<file path="src/hw/cnc_plc_pkg.sv">
package cnc_plc_pkg;
  // =========================================================
  // register map: printed offsets are indices, byte = 4 * index
  localparam int unsigned ADDR_W                 = 12;
  localparam logic [9:0]  IDX_KEY_INHIBIT_A      = 10'h1F4;
  localparam logic [9:0]  IDX_KEY_INHIBIT_B      = 10'h1F5;
  localparam logic [9:0]  IDX_KEY_INHIBIT_C      = 10'h1F6;
  localparam logic [9:0]  IDX_SELECTOR_INHIBIT   = 10'h1F7;
  localparam logic [9:0]  IDX_CONV_KEY_INHIBIT   = 10'h1FC;
  localparam logic [9:0]  IDX_ACK_HOLD           = 10'h200;
  localparam logic [9:0]  IDX_STATUS             = 10'h201;
  localparam logic [1:0]  BYTE_LANE_BITS         = 2'h0;
  localparam int unsigned NUM_MASKS              = 5;
  localparam int unsigned SEL_MASK               = 3;
  localparam logic [31:0] MASK_RESET             = 32'h0000_0000;
  localparam logic [31:0] UNMAPPED_READ          = 32'h0000_0000;
  // =========================================================
  // override selector: positions 0..14 sit at mask bits 8..22
  localparam int unsigned OVR_FIRST_BIT          = 8;
  localparam int unsigned OVR_POSITIONS          = 15;
  localparam logic [3:0]  OVR_LOWEST             = 4'h0;
  // =========================================================
  // timing
  localparam int unsigned CLK_HZ                 = 25_000_000;
  localparam int unsigned MIN_ACK_HOLD_NS        = 1000;
  localparam int unsigned HOLD_CYCLES_RAW        =
    (MIN_ACK_HOLD_NS * (CLK_HZ / 1_000_000) + 999) / 1000;
  localparam logic [15:0] ACK_HOLD_RESET         =
    16'((HOLD_CYCLES_RAW < 1) ? 1 : HOLD_CYCLES_RAW);
  // =========================================================
  // status bit positions
  localparam int unsigned ST_STROBE              = 0;
  localparam int unsigned ST_READY               = 1;
  localparam int unsigned ST_START_REQ           = 2;
  localparam int unsigned ST_FEED_HELD           = 3;
  localparam int unsigned ST_ABORT_PEND          = 4;
  // =========================================================
  typedef enum logic [2:0] {
    BK_MOTION     = 3'h0,
    BK_DWELL      = 3'h1,
    BK_MOTIONLESS = 3'h2,
    BK_THREAD     = 3'h3,
    BK_TAP        = 3'h4,
    BK_SPINDLE    = 3'h5
  } block_kind_type;

  typedef enum logic [2:0] {
    AUX_IDLE = 3'b001,
    AUX_LOW  = 3'b010,
    AUX_HIGH = 3'b100
  } aux_state_type;

  typedef enum logic [2:0] {
    AB_IDLE = 3'b001,
    AB_WAIT = 3'b010,
    AB_GO   = 3'b100
  } abort_state_type;

  typedef struct packed {
    logic plc_axes_hold_n;
    logic plc_block_transfer_inhibit_n;
    logic plc_aux_done;
    logic plc_block_abort;
    logic cycle_go;
    logic general_feed_hold_n;
    logic stop_n;
    logic start_key;
    logic stop_key;
    logic selftest_pass;
    logic hw_fault;
  } pin_in_type;

  typedef struct packed {
    logic [ADDR_W-1:0] address;
    logic              read;
    logic              write;
    logic [31:0]       writedata;
    logic [3:0]        byteenable;
  } avs_req_type;
endpackage

</file>
<file path="src/hw/cnc_plc_signal_interface.sv">
// The Avalon-MM interface to the registers was chosen for this implementation.
`timescale 1ns/1ps
// Summary of operation
// [RULE1] a set bit in any of five key masks disables that panel key
// [RULE2] selector mask bits 0-7 handwheel/jog, 8-22 override positions, rest unused
// [RULE3] fifth mask disables conversational-model keys bit by bit
// [RULE4] disabled override position falls back to nearest enabled position below
// [RULE5] with no enabled position at or below, apply zero percent
// [RULE6] axes-hold low halts plc axes, spindle keeps turning; high resumes
// [RULE7] transfer-inhibit low finishes current block, blocks next; high continues
// [RULE8] plc always drives axes-hold and transfer-inhibit
// [RULE9] after codes are loaded raise aux strobe to request execution
// [RULE10] plc drops aux-done when it sees the strobe
// [RULE11] plc runs the seven code registers, then raises aux-done
// [RULE12] accept aux-done only after it stays high longer than hold time
// [RULE13] after hold time elapses with aux-done high, drop the strobe
// [RULE14] abort ends motion, runs pending post-block aux, then starts next block
// [RULE15] abort request clears itself when acted on or refused
// [RULE16] abort honoured only in automatic and simulation with motion
// [RULE17] abort only stops moves and dwells, never when tangential control active
// [RULE18] after abort move only next block programmed axes to prepared target
// [RULE19] ready high after passed selftest, low on any hardware fault
// [RULE20] start key press raises start request
// [RULE21] cycle-go rising edge clears start request and starts program
// [RULE22] feed-held set by stop key, feed-hold low, or a stop pulse
// [RULE23] inputs sampled on system clock, edges against previous sample
module cnc_plc_signal_interface #(
  parameter int unsigned NUM_AXES = 8
) (
  input  wire logic                               clk_sys_i,
  input  wire logic                               rst_i,
  input  wire cnc_plc_pkg::avs_req_type           avs_req_i,
  output logic [31:0]                             avs_readdata_o,
  output logic                                    avs_waitrequest_o,
  input  wire cnc_plc_pkg::pin_in_type            pins_i,
  input  wire logic [cnc_plc_pkg::NUM_MASKS-1:0][31:0] keys_raw_i,
  input  wire logic [3:0]                         override_sel_i,
  input  wire logic                               aux_request_i,
  input  wire logic                               aux_post_pending_i,
  input  wire logic                               block_active_i,
  input  wire cnc_plc_pkg::block_kind_type        block_kind_i,
  input  wire logic                               tangential_active_i,
  input  wire logic                               mode_auto_i,
  input  wire logic                               mode_sim_motion_i,
  input  wire logic [NUM_AXES-1:0]                next_axes_i,
  output logic [cnc_plc_pkg::NUM_MASKS-1:0][31:0] keys_enabled_o,
  output logic [3:0]                              override_applied_o,
  output logic                                    plc_axes_halt_o,
  output logic                                    block_start_inhibit_o,
  output logic                                    plc_aux_strobe_o,
  output logic                                    motion_abort_o,
  output logic                                    next_block_go_o,
  output logic [NUM_AXES-1:0]                     abort_axes_o,
  output logic                                    selftest_ok_o,
  output logic                                    start_request_o,
  output logic                                    program_start_o,
  output logic                                    feed_held_status_o
);
  import cnc_plc_pkg::*;

  // =========================================================
  // input synchronisers
  pin_in_type                        pin_meta_q;
  pin_in_type                        pin_q;
  pin_in_type                        pin_prev_q;
  logic [NUM_MASKS-1:0][31:0]        key_meta_q;
  logic [NUM_MASKS-1:0][31:0]        key_q;
  logic [3:0]                        sel_meta_q;
  logic [3:0]                        sel_q;

  always_ff @(posedge clk_sys_i) begin
    pin_meta_q <= pins_i;
    pin_q      <= pin_meta_q; // RULE23
    pin_prev_q <= pin_q;
    key_meta_q <= keys_raw_i;
    key_q      <= key_meta_q;
    sel_meta_q <= override_sel_i;
    sel_q      <= sel_meta_q;
  end
  logic go_rise;
  logic abort_rise;
  logic start_rise;
  logic stop_fall;
  assign go_rise    = pin_q.cycle_go & ~pin_prev_q.cycle_go; // RULE23
  assign abort_rise = pin_q.plc_block_abort & ~pin_prev_q.plc_block_abort;
  assign start_rise = pin_q.start_key & ~pin_prev_q.start_key;
  assign stop_fall  = ~pin_q.stop_n & pin_prev_q.stop_n;

  // =========================================================
  // avalon slave, one wait cycle per access
  logic [NUM_MASKS-1:0][31:0] mask_q;
  logic [15:0]                ack_hold_q;
  logic [31:0]                status;
  logic [31:0]                rd_d;
  logic [9:0]                 idx;
  logic                       lanes_ok;
  logic                       abort_pend_q;

  assign idx      = avs_req_i.address[ADDR_W-1:2];
  assign lanes_ok = (avs_req_i.address[1:0] == BYTE_LANE_BITS);
  function automatic int mask_slot(input logic [9:0] i);
    unique case (i)
      IDX_KEY_INHIBIT_A:    mask_slot = 0;
      IDX_KEY_INHIBIT_B:    mask_slot = 1;
      IDX_KEY_INHIBIT_C:    mask_slot = 2;
      IDX_SELECTOR_INHIBIT: mask_slot = 3;
      IDX_CONV_KEY_INHIBIT: mask_slot = 4;
      default:              mask_slot = -1;
    endcase
  endfunction
  always_comb begin
    status                = 32'h0000_0000;
    status[ST_STROBE]     = plc_aux_strobe_o;
    status[ST_READY]      = selftest_ok_o;
    status[ST_START_REQ]  = start_request_o;
    status[ST_FEED_HELD]  = feed_held_status_o;
    status[ST_ABORT_PEND] = abort_pend_q;
  end

  always_comb begin
    rd_d = UNMAPPED_READ;
    if (lanes_ok) begin
      if (mask_slot(idx) >= 0) begin
        rd_d = mask_q[mask_slot(idx)];
      end else if (idx == IDX_ACK_HOLD) begin
        rd_d = {16'h0000, ack_hold_q};
      end else if (idx == IDX_STATUS) begin
        rd_d = status;
      end
    end
  end

  always_ff @(posedge clk_sys_i) begin
    if (rst_i) begin
      avs_waitrequest_o <= 1'b1;
      avs_readdata_o    <= 32'h0000_0000;
    end else begin
      // drop waitrequest for exactly one cycle per request
      avs_waitrequest_o <= ~((avs_req_i.read | avs_req_i.write) & avs_waitrequest_o);
      if (avs_req_i.read && avs_waitrequest_o) begin
        avs_readdata_o <= rd_d;
      end
    end
  end
  logic wr_take;
  assign wr_take = avs_req_i.write & ~avs_waitrequest_o & lanes_ok;

  // =========================================================
  // mask and hold-time registers
  generate
    for (genvar m = 0; m < NUM_MASKS; m++) begin : g_mask
      always_ff @(posedge clk_sys_i) begin
        if (rst_i) begin
          mask_q[m] <= MASK_RESET;
        end else if (wr_take && mask_slot(idx) == m) begin
          for (int b = 0; b < 4; b++) begin
            if (avs_req_i.byteenable[b]) begin
              mask_q[m][b*8 +: 8] <= avs_req_i.writedata[b*8 +: 8];
            end
          end
        end
      end

      always_ff @(posedge clk_sys_i) begin
        if (rst_i) begin
          keys_enabled_o[m] <= 32'h0000_0000;
        end else begin
          keys_enabled_o[m] <= key_q[m] & ~mask_q[m]; // RULE1 RULE2 RULE3
        end
      end
    end
  endgenerate
  always_ff @(posedge clk_sys_i) begin
    if (rst_i) begin
      ack_hold_q <= ACK_HOLD_RESET;
    end else if (wr_take && idx == IDX_ACK_HOLD) begin
      if (avs_req_i.byteenable[0]) ack_hold_q[7:0]  <= avs_req_i.writedata[7:0];
      if (avs_req_i.byteenable[1]) ack_hold_q[15:8] <= avs_req_i.writedata[15:8];
    end
  end

  // =========================================================
  // override fallback
  logic [3:0] ovr_d;
  always_comb begin
    ovr_d = OVR_LOWEST; // RULE5
    for (int p = 0; p < OVR_POSITIONS; p++) begin
      if (4'(p) <= sel_q && !mask_q[SEL_MASK][OVR_FIRST_BIT + p]) begin
        ovr_d = 4'(p); // RULE4
      end
    end
  end

  always_ff @(posedge clk_sys_i) begin
    if (rst_i) begin
      override_applied_o <= OVR_LOWEST;
    end else begin
      override_applied_o <= ovr_d; // RULE4
    end
  end

  // =========================================================
  // plc channel hold and transfer inhibit
  always_ff @(posedge clk_sys_i) begin
    if (rst_i) begin
      plc_axes_halt_o       <= 1'b0;
      block_start_inhibit_o <= 1'b0;
    end else begin
      plc_axes_halt_o       <= ~pin_q.plc_axes_hold_n; // RULE6
      block_start_inhibit_o <= ~pin_q.plc_block_transfer_inhibit_n; // RULE7
    end
  end

  // =========================================================
  // auxiliary handshake
  // the strobe waits for done to go low first, so a stale high done
  // left over from the previous function is never taken as completion
  aux_state_type aux_q;
  logic [15:0]   hold_cnt_q;

  always_ff @(posedge clk_sys_i) begin
    if (rst_i) begin
      aux_q            <= AUX_IDLE;
      plc_aux_strobe_o <= 1'b0;
      hold_cnt_q       <= 16'h0000;
    end else begin
      unique case (aux_q)
        AUX_IDLE: begin
          hold_cnt_q <= 16'h0000;
          if (aux_request_i) begin
            aux_q            <= AUX_LOW;
            plc_aux_strobe_o <= 1'b1; // RULE9
          end
        end
        AUX_LOW: begin
          if (!pin_q.plc_aux_done) aux_q <= AUX_HIGH; // RULE10
        end
        AUX_HIGH: begin
          if (!pin_q.plc_aux_done) begin
            hold_cnt_q <= 16'h0000; // RULE12
          end else if (hold_cnt_q > ack_hold_q) begin
            aux_q            <= AUX_IDLE;
            plc_aux_strobe_o <= 1'b0; // RULE13
          end else begin
            hold_cnt_q <= hold_cnt_q + 16'h0001; // RULE12
          end
        end
      endcase
    end
  end

  // =========================================================
  // block abort
  abort_state_type ab_q;
  logic            ab_ok;
  assign ab_ok = (mode_auto_i | mode_sim_motion_i) & block_active_i // RULE16
               & (block_kind_i == BK_MOTION | block_kind_i == BK_DWELL) // RULE17
               & ~tangential_active_i; // RULE17

  always_ff @(posedge clk_sys_i) begin
    if (rst_i) begin
      abort_pend_q <= 1'b0;
    end else if (abort_rise) begin
      abort_pend_q <= 1'b1;
    end else if (ab_q == AB_IDLE) begin
      abort_pend_q <= 1'b0; // RULE15
    end
  end

  always_ff @(posedge clk_sys_i) begin
    if (rst_i) begin
      ab_q            <= AB_IDLE;
      motion_abort_o  <= 1'b0;
      next_block_go_o <= 1'b0;
      abort_axes_o    <= '0;
    end else begin
      motion_abort_o  <= 1'b0;
      next_block_go_o <= 1'b0;
      unique case (ab_q)
        AB_IDLE: begin
          if (abort_pend_q && ab_ok) begin
            ab_q           <= AB_WAIT;
            motion_abort_o <= 1'b1; // RULE14
            abort_axes_o   <= next_axes_i; // RULE18
          end
        end
        AB_WAIT: begin
          // post-block functions run to completion before the next block
          if (!aux_post_pending_i && aux_q == AUX_IDLE && !aux_request_i) begin
            ab_q <= AB_GO; // RULE14
          end
        end
        AB_GO: begin
          ab_q            <= AB_IDLE;
          next_block_go_o <= 1'b1; // RULE14
        end
      endcase
    end
  end

  // =========================================================
  // ready, start and feed-held outputs
  // a fault latches ready low until reset; a later pass cannot mask it
  logic fault_seen_q;
  always_ff @(posedge clk_sys_i) begin
    if (rst_i) begin
      fault_seen_q  <= 1'b0;
      selftest_ok_o <= 1'b0;
    end else begin
      if (pin_q.hw_fault) fault_seen_q <= 1'b1;
      selftest_ok_o <= pin_q.selftest_pass & ~pin_q.hw_fault & ~fault_seen_q; // RULE19
    end
  end

  always_ff @(posedge clk_sys_i) begin
    if (rst_i) begin
      start_request_o <= 1'b0;
      program_start_o <= 1'b0;
    end else begin
      program_start_o <= go_rise; // RULE21
      if (start_rise) begin
        start_request_o <= 1'b1; // RULE20
      end else if (go_rise) begin
        start_request_o <= 1'b0; // RULE21
      end
    end
  end

  always_ff @(posedge clk_sys_i) begin
    if (rst_i) begin
      feed_held_status_o <= 1'b0;
    end else if (pin_q.stop_key || !pin_q.general_feed_hold_n || stop_fall) begin
      feed_held_status_o <= 1'b1; // RULE22
    end else if (go_rise) begin
      feed_held_status_o <= 1'b0;
    end
  end
endmodule

</file>
<file path="config.mk">
export PLATFORM = sky130hd
export DESIGN_NAME = cnc_plc_signal_interface
export DESIGN_NICKNAME = d
export VERILOG_FILES = /design/src/hw/cnc_plc_pkg.sv /design/src/hw/cnc_plc_signal_interface.sv
export SDC_FILE = /design/constraint.sdc
export NUM_CORES = 1
export LEC_CHECK = 0
export ABC_CLOCK_PERIOD_IN_PS = 3750
export CORE_MARGIN = 2
export CORE_UTILIZATION = 48
export CTS_CLUSTER_DIAMETER = 40
export DETAILED_ROUTE_END_ITERATION = 8
export DONT_BUFFER_PORTS = 1
export PLACE_DENSITY = 0.67
export SETUP_SLACK_MARGIN = 0.4
export SLEW_MARGIN = 20
export SYNTH_ARGS = -nofsm -noshare
export SYNTH_HDL_FRONTEND = slang
export SYNTH_SLANG_ARGS = --single-unit
export TNS_END_PERCENT = 20
</file>
<file path="constraint.sdc">
create_clock -name clk_sys_i -period 3.75 [get_ports clk_sys_i]
set_clock_uncertainty 0.2 [all_clocks]
set_input_delay 0.375 -clock clk_sys_i [delete_from_list [all_inputs] [get_ports clk_sys_i]]
set_output_delay 0.375 -clock clk_sys_i [all_outputs]
set_load 0.005 [all_outputs]
</file>
* After elaboration in Yosys (flattened, before gate mapping)
Index checks and enable logic that the tools add are counted.
Operators by class: $add $sub $neg 1, $mul 0, div/mod/pow operators 0, order comparisons 17, eq/ne operators 25, shifts and indexed selects 0, muxes and demuxes 48, bitwise logic cells 37, reduce and logical (&&, ||, !) cells 79
Operator list (count):
- $mux W32 | 8
- $and A32 B32 Y32 | 5
- $not A32 Y32 | 5
- $pmux W32 S5 | 1
- $bmux W32 S3 | 1
- $eq A32 B3 Y1 const B | 2
- $mux W4 | 13
- $eq A10 B9 Y1 const B | 5
- $reduce_and A2 Y1 | 25
- $mux W16 | 3
- $eq A32 B2 Y1 const B | 1
- $eq A32 B4 Y1 const B | 1
- $ge A32 B1 Y1 const B | 1
- $logic_not A32 Y1 | 1
- $lt A32 B5 Y1 const B | 1
- $pmux W16 S2 | 1
- $le A4 B4 Y1 const A | 7
- $logic_and A1 B1 Y1 | 24
- $eq A10 B10 Y1 const B | 2
- $mux W3 | 6
- $pmux W3 S3 | 2
- $logic_not A1 Y1 | 17
- $add A16 B1 Y16 const B | 1
- $gt A16 B16 Y1 | 1
- 21 further kinds | 73
Storage, ports and cells: bits in registers 768, bits in latches 0, memory bits (writable) 0, ROM bits 0, output and inout port bits 214, logic and storage cells 291, memories 0

* Depth between registers and ports, before layout
Gate-level depths: netlist (run 1).
depth after elaboration 16, gate-level depth with buffers 9

* Least setup slack after synthesis (run 1)
No wires, ideal clock.
kind reg-to-reg, start point register ack_hold_q[15], end point register aux_q[2], setup time 115 ps, arrival 2088 ps, required time 3435 ps, path slack 1347 ps, cell stages (with the launch flop) 9, path buffers 1, cell sequence dfxtp_1 -> inv_1 -> ha_1 -> nand4_1 -> or4_1 -> a31oi_4 -> buf_4 -> a21oi_1 -> o21a_1
On the way: longest elaborated chain between the ends 3
Ends and longest elaborated chain:
- start: declaration | RTL line cnc_plc_signal_interface.sv:92 | logic [15:0] ack_hold_q;
- start signal: assignment | RTL line cnc_plc_signal_interface.sv:178 | if (avs_req_i.byteenable[1]) ack_hold_q[15:8] <= avs_req_i.writedata[15:8];
- $gt A16 B16 Y1 | RTL line cnc_plc_signal_interface.sv:241 | end else if (hold_cnt_q > ack_hold_q) begin
- $ne A2 B2 Y1 (no source line)
- $reduce_and A4 Y1 (no source line)
- end signal: assignment | RTL line cnc_plc_signal_interface.sv:231 | aux_q <= AUX_LOW;
- end signal: assignment | RTL line cnc_plc_signal_interface.sv:236 | if (!pin_q.plc_aux_done) aux_q <= AUX_HIGH;
- end signal: assignment | RTL line cnc_plc_signal_interface.sv:242 | aux_q <= AUX_IDLE;
- end: declaration | RTL line cnc_plc_signal_interface.sv:218 | aux_state_type aux_q;
No other way between the ends. A chain may end at the register's enable or synchronous reset.

* Worst setup path after layout (run 1)
start point input port avs_req_i[49] (netlist name), end point register mask_q[59] (netlist name)
On the way: longest elaborated chain between the ends 6, elaborated cells between the ends (all ways) 10, those cells by class eq/ne: 6; mux: 2; reduce/logical: 2
Ends and longest elaborated chain:
- start: declaration | RTL line cnc_plc_signal_interface.sv:32 | input wire cnc_plc_pkg::avs_req_type avs_req_i,
- $eq A10 B9 Y1 | RTL line cnc_plc_signal_interface.sv:102 | unique case (i)
- $pmux W32 S5 * | RTL line cnc_plc_signal_interface.sv:102
- $mux W32 * | RTL line cnc_plc_signal_interface.sv:153 | if (rst_i) begin
- $eq A32 B2 Y1 * | RTL line cnc_plc_signal_interface.sv:155 | end else if (wr_take && mask_slot(idx) == m) begin
- $logic_and A1 B1 Y1 * | RTL line cnc_plc_signal_interface.sv:155
- $reduce_and A2 Y1 (no source line) *
- end signal: indexed assignment | RTL line cnc_plc_signal_interface.sv:158 | mask_q[m][b*8 +: 8] <= avs_req_i.writedata[b*8 +: 8];
- end: declaration | RTL line cnc_plc_signal_interface.sv:91 | logic [NUM_MASKS-1:0][31:0] mask_q;
Every way passes the cells marked *; elsewhere a longest branch is shown, timed or not. The select of a mux whose other input is x is not followed.

==> run metrics, run 1 <==
status=finished, final reports clean; core footprint=46700 µm²; area delta synth->final=36.1%; die area=49200 µm²; Net Count, Synth=2361; nets@finish=2812; Setup crit start kind=input pin; largest cells by area after synthesis=dfxtp_1 68%, nand2_1 5.9%, nor3b_1 5.4%; Comb power frac=0.027; Post-Syn Area=22800 µm²; Root Buffer=clkbuf_16; Slew Limit Headroom=0.229; commonest non-fill, non-tap cells in the layout=768 x dfxtp_1, 419 x dlygate4sd3_1, 360 x nand2_1; vias=17700; antenna viol nets, final=0; Starting Density=0.488; number of global-route vias before repair=18300; DR iter-0 viols=1613; Post-synth ARST share=0; clk_lat worst skew=0.65 ns; RSZ-0062 raised after global routing=false; Synth Area per Inst=10.8 µm²; I/O Pins=458; Distinct cells, synth=61; CTS sink cnt=768; 1st-pass router iterations=5; total internal power=14300 µW; peak supply drop=0.000507 V; Crit path required time=4.08 ns; GRT Total Usage=0.289; cells after synthesis=2100; Fillers=3334; DP Cell Count=2638; Period minus WS final=3.21 ns; Vias per Instance=5.47; power per cell area=598 nW/µm²; Seq pwr share=0.465; Setup crit end kind=flop; CTS resizes=0; # rows=79; crit path max fanout=20; largest net degree at the start of global routing=211; PortBufs=0; WL per Instance=22.2 µm; Yosys top cell area share=0.675; Syn. warnings=0; Main synth FF type=dfxtp_1; Worst Tran Pin Value=1.15 ns; multi-input logic area=7010 µm²; first-pass GRT wire length=109000 µm; clock-pin slew on the worst setup and hold paths=0.06 ns; total negative slack=0 ns; fin cells=3243; initial antenna violation count=3; GRT overflow=0; #FFs+latches synth=768; FF+latch area=15400 µm²; sequential share of the synthesized area=0.675; worst path arrival time=3.54 ns; CTS Buf Count=95; HP Class=input pin to flop; maxcap violations=0; CP Class=input pin to flop; H-tree Lvls=3; HPWL Detailed=42300 µm; routability cong.=0.844; Routed WL=72000 µm; Die H=222 µm; Sw Ratio=0.227; final setup violation count=0; Leak=0.0123 µW; Clock Path Buffers=3; Yosys top cell by area=dfxtp_1; Die W=222 µm; fmax=312 MHz; commonest non-fill, non-tap cell in the layout=dfxtp_1; DRC viols=0; clock power share=0.508; share of post-route cells with drive strength above 1=0.0885; Slew Viols, Final=0; Hold Violations, Final=0; switching power=4220 µW; Tcrit/Tclk final=0.856; CTS tree=done; EDFF count, synth=0
final timing paths:
check                                    start                               to  cells past startpoint  slack (ns)
setup / recovery                 avs_req_i[49]          mask_q[59]$_SDFFE_PP0P_                      9        0.54
hold / removal                   avs_req_i[40]  avs_readdata_o[30]$_SDFFE_PP0P_                      5        0.05
setup reg to reg  avs_waitrequest_o$_SDFF_PP1_       ack_hold_q[2]$_SDFFE_PP0P_                      8        0.59
hold reg to reg        key_meta_q[113]$_DFF_P_               key_q[113]$_DFF_P_                      0        0.12
layout make-up:
type / instances / share of cell area
repair buffers: 443 / 0.142
flip-flops and latches: 768 / 0.496
clock inverters: 57 / 0.0225
well taps: 607 / 0.0245
diodes: 4 / 0.000323
clock buffers: 121 / 0.0854
multi-input cells: 1219 / 0.226
inverters: 24 / 0.00291
metal layers:
metal | share of wire | track usage | vias to the layer above
met3 | 0.077 | 0.0737 | 188
li1 | - | - | 8136
met2 | 0.49 | 0.488 | 840
met5 | 0.00015 | 0 | -
met4 | 0.043 | 0.131 | 2
met1 | 0.39 | 0.346 | 8583
cell families (layout without fill, tap and decap cells):
family | count (synthesis) | count (layout) | synth area share
other cells | 0 | 4 | 0
compound gates | 406 | 406 | 0.104
flops | 768 | 768 | 0.675
simple gates | 728 | 728 | 0.162
fa+ha+maj | 17 | 17 | 0.00934
mux | 68 | 68 | 0.0307
buf+inv | 113 | 645 | 0.0194
Yosys cell counts (4+ instances only):
library cell,count
nor3b_1,163
nor3_1,21
or3_1,6
nand2b_1,19
inv_1,23
buf_1,6
dfxtp_1,768
mux2i_1,53
a221oi_1,21
and3_1,10
ha_1,17
a22o_1,16
o21ai_1,4
nor2_4,4
nor2b_1,6
mux2_2,15
nor2_2,5
o21ai_0,93
o22ai_1,4
nand2_1,360
a21o_1,8
nor4_1,4
a21oi_1,220
a221o_1,15
buf_2,12
clkbuf_1,70
nand3_1,14
nand4_1,7
nor2_1,86
and2_1,8
timing repair:
item,4_1_cts,5_1_grt
endpoints found under the setup margin,0,1
hold buffers,420,0
hold endpoints to repair,561,0
setup buffers,0,3
worst max-delay path: stages:
cell           delay [ns]
nand4b_1             0.28
or3_2                0.74
buf_4                0.33
nor3_1               0.48
buf_4                0.24
nand2_1              0.26
nand2_1              0.19
a21oi_1              0.08
dlygate4sd3_1        0.55
through the flow:
stage               setup WS (ns)  utilization  instance area (µm²)  total power [µW]  hold WS (ns)
global route                0.410        0.664                31000             19100        0.0465
CTS                         0.480        0.664                31000             18500       0.00375
detailed placement          0.577        0.501                23400              8980         0.112
finish                      0.540        0.664                31000             18500        0.0452
global placement            0.629        0.501                23400              8960         0.110
floorplan                    1.35            -                22800              8930         0.110
power groups by stage:
stage / registers (µW) / logic, µW / clock network, µW
finish: 8620 / 497 / 9430
global route: 8640 / 532 / 9890
CTS: 8610 / 484 / 9420
detailed placement: 8780 / 193 / 0
global placement: 8780 / 187 / 0
floorplan: 8720 / 216 / 0
flip-flops by register name, summed over array words and instances, names as in the netlist, 4 cells and up:
| register | cells |
|---|---|
| abort_axes_o | 8 |
| sel_q | 4 |
| pin_prev_q | 4 |
| key_q | 160 |
| mask_q | 160 |
| ack_hold_q | 16 |
| keys_enabled_o | 160 |
| pin_meta_q | 11 |
| pin_q | 11 |
| override_applied_o | 4 |
| key_meta_q | 160 |
| sel_meta_q | 4 |
| avs_readdata_o | 32 |
| hold_cnt_q | 16 |
(Power assumes the default switching activity.)
==> run 2: changes to the inputs <==
--- a/config.mk
+++ b/config.mk
@@ -7,11 +7,11 @@
 export LEC_CHECK = 0
 export ABC_CLOCK_PERIOD_IN_PS = 3750
 export CORE_MARGIN = 2
-export CORE_UTILIZATION = 48
+export CORE_UTILIZATION = 56
 export CTS_CLUSTER_DIAMETER = 40
 export DETAILED_ROUTE_END_ITERATION = 8
 export DONT_BUFFER_PORTS = 1
-export PLACE_DENSITY = 0.67
+export PLACE_DENSITY = 0.75
 export SETUP_SLACK_MARGIN = 0.4
 export SLEW_MARGIN = 20
 export SYNTH_ARGS = -nofsm -noshare
==> run metrics, run 2 (synthesis gave the netlist of run 1 again) <==
status=finished, final reports clean; routability cong.=0.853 (+1.1%); CP Class=flop to flop; 1st-pass router iterations=8 (+3); DRC viols=0 (unchanged); Worst path max stage delay=0.65 ns (-0.09 ns); Tcrit/Tclk final=0.891 (+0.0353); DR iter-0 viols=2390 (+48%); largest net degree at the start of global routing=218 (+3.3%); vias=18800 (+6.0%); Slowest cell on crit path=nor2_1; Worst Tran Pin Value=1.12 ns (-0.0339 ns); area delta synth->final=34.2%; Die H=206 µm (-7.3%); Setup crit end kind=flop; RSZ-0062 raised after global routing=true; Fillers=2230 (-33%); H-tree Lvls=3 (unchanged); Vias per Instance=5.99 (+9.5%); Hold Violations, Final=0 (unchanged); PortBufs=0 (unchanged); power per cell area=584 nW/µm² (-2.5%); HP Class=input pin to flop; antenna viol nets, final=0 (unchanged); crit path max fanout=12 (-40%); nets@finish=2805 (-0.25%); # rows=73 (-7.6%); peak supply drop=0.000572 V (+13%); clock-pin slew on the worst setup and hold paths=0.07 ns (about the same); total negative slack=0 ns (unchanged); Crit path required time=4.11 ns (+0.03 ns); clk_lat worst skew=0.62 ns (-0.03 ns); Leak=0.0121 µW (-1.2%); Slew Limit Headroom=0.252 (+0.0228); Clock Path Buffers=3 (unchanged); Starting Density=0.571 (+0.0824); final setup violation count=0 (unchanged); number of global-route vias before repair=19000 (+3.6%); CTS sink cnt=768 (unchanged); first-pass GRT wire length=113000 µm (+4.0%); WL per Instance=24.5 µm (+10%); DP Cell Count=2550 (-3.3%); commonest non-fill, non-tap cells in the layout=768 x dfxtp_1, 428 x dlygate4sd3_1, 360 x nand2_1; share of post-route cells with drive strength above 1=0.0792 (-0.00928); core footprint=39900 µm² (-14%); commonest non-fill, non-tap cell in the layout=dfxtp_1; die area=42300 µm² (-14%); I/O Pins=458 (unchanged); CP cell instances=nor4b_4 -> buf_4 -> nand2_1 -> nor2_1 -> nand2_1 -> a21oi_1 -> dlygate4sd3_1; GRT overflow=0 (unchanged); worst path arrival time=3.70 ns (+0.16 ns); dpl ws=0.809 ns (+0.232 ns); Buf+Inv Stages, Crit Path=2 (-1); fmax=299 MHz (-4.0%); maxcap violations=0 (unchanged); GRT Total Usage=0.354 (+0.0657); Worst R2R Setup Slack=0.41 ns (-0.18 ns); Root Buffer=clkbuf_16; Routed WL=76800 µm (+6.7%); HPWL Detailed=40900 µm (-3.5%); Slew Viols, Final=0 (unchanged); Most common cell on crit path=nand2_1; Period minus WS final=3.34 ns (+0.132 ns); CTS tree=done; Setup crit start kind=flop; CTS Buf Count=84 (-12%); initial antenna violation count=3 (unchanged); CP top delay family=simple AND/OR/NAND/NOR gates; final worst slack=0.407 ns (-0.132 ns); fin cells=3140 (-3.2%); Die W=206 µm (-7.3%)
-- run 2: worst min-delay path: stages --
cell     delay, ns
nor4_2        0.08
a21oi_1       0.15
nor3_1        0.06
a22o_1        0.17
-- run 2: where the power goes --
part	total [µW]	switching (µW)	internal, µW	leakage [µW]
Clock	8690	3640	5050	0.00144
Combinational	520	235	285	0.00432
Sequential	8620	154	8470	0.00637
-- run 2: stage by stage --
step,total power (µW),hold WS (ns),area [µm²],util
global placement,8960,0.110,23200,0.582
floorplan,8930,0.110,22800,-
finish,17800,0.0639,30600,0.766
CTS,17700,0.0365,30500,0.764
global route,18200,0.0748,30600,0.766
detailed placement,8970,0.112,23200,0.582
-- run 2: path summary, 6_finish.rpt --
| check | start | endpoint | cells after the start |
|---|---|---|---|
| setup / recovery | avs_waitrequest_o$_SDFF_PP1_ | mask_q[124]$_SDFFE_PP0P_ | 7 |
| hold / removal | avs_req_i[41] | avs_readdata_o[6]$_SDFFE_PP0P_ | 4 |
| setup reg to reg | avs_waitrequest_o$_SDFF_PP1_ | mask_q[124]$_SDFFE_PP0P_ | 7 |
| hold reg to reg | key_meta_q[155]$_DFF_P_ | key_q[155]$_DFF_P_ | 0 |
-- run 2: final cells by class --
class / instances / area, µm² / area share
tap: 525 / 657 / 0.0215
sequential: 768 / 15400 / 0.503
antenna: 3 / 7.51 / 0.000246
inverter: 24 / 90.1 / 0.00295
clock buffer: 105 / 2340 / 0.0767
multi-input combinational: 1219 / 7020 / 0.230
timing repair buffer: 447 / 4470 / 0.146
clock inverter: 49 / 598 / 0.0196
-- run 2: repair_timing --
action	in CTS	in global routing
setup endpoints to repair	0	30
hold buffers	429	0
hold endpoints to repair	563	0
resized for setup	0	3
setup buffers	0	3
-- run 2: metal layers --
| metal | vias to the layer above | part of all wire | GRT usage |
|---|---|---|---|
| met3 | 355 | 0.11 | 0.0893 |
| met4 | 0 | 0.062 | 0.203 |
| li1 | 8096 | - | - |
| met5 | - | 0 | 0 |
| met2 | 1399 | 0.47 | 0.587 |
| met1 | 8969 | 0.36 | 0.418 |
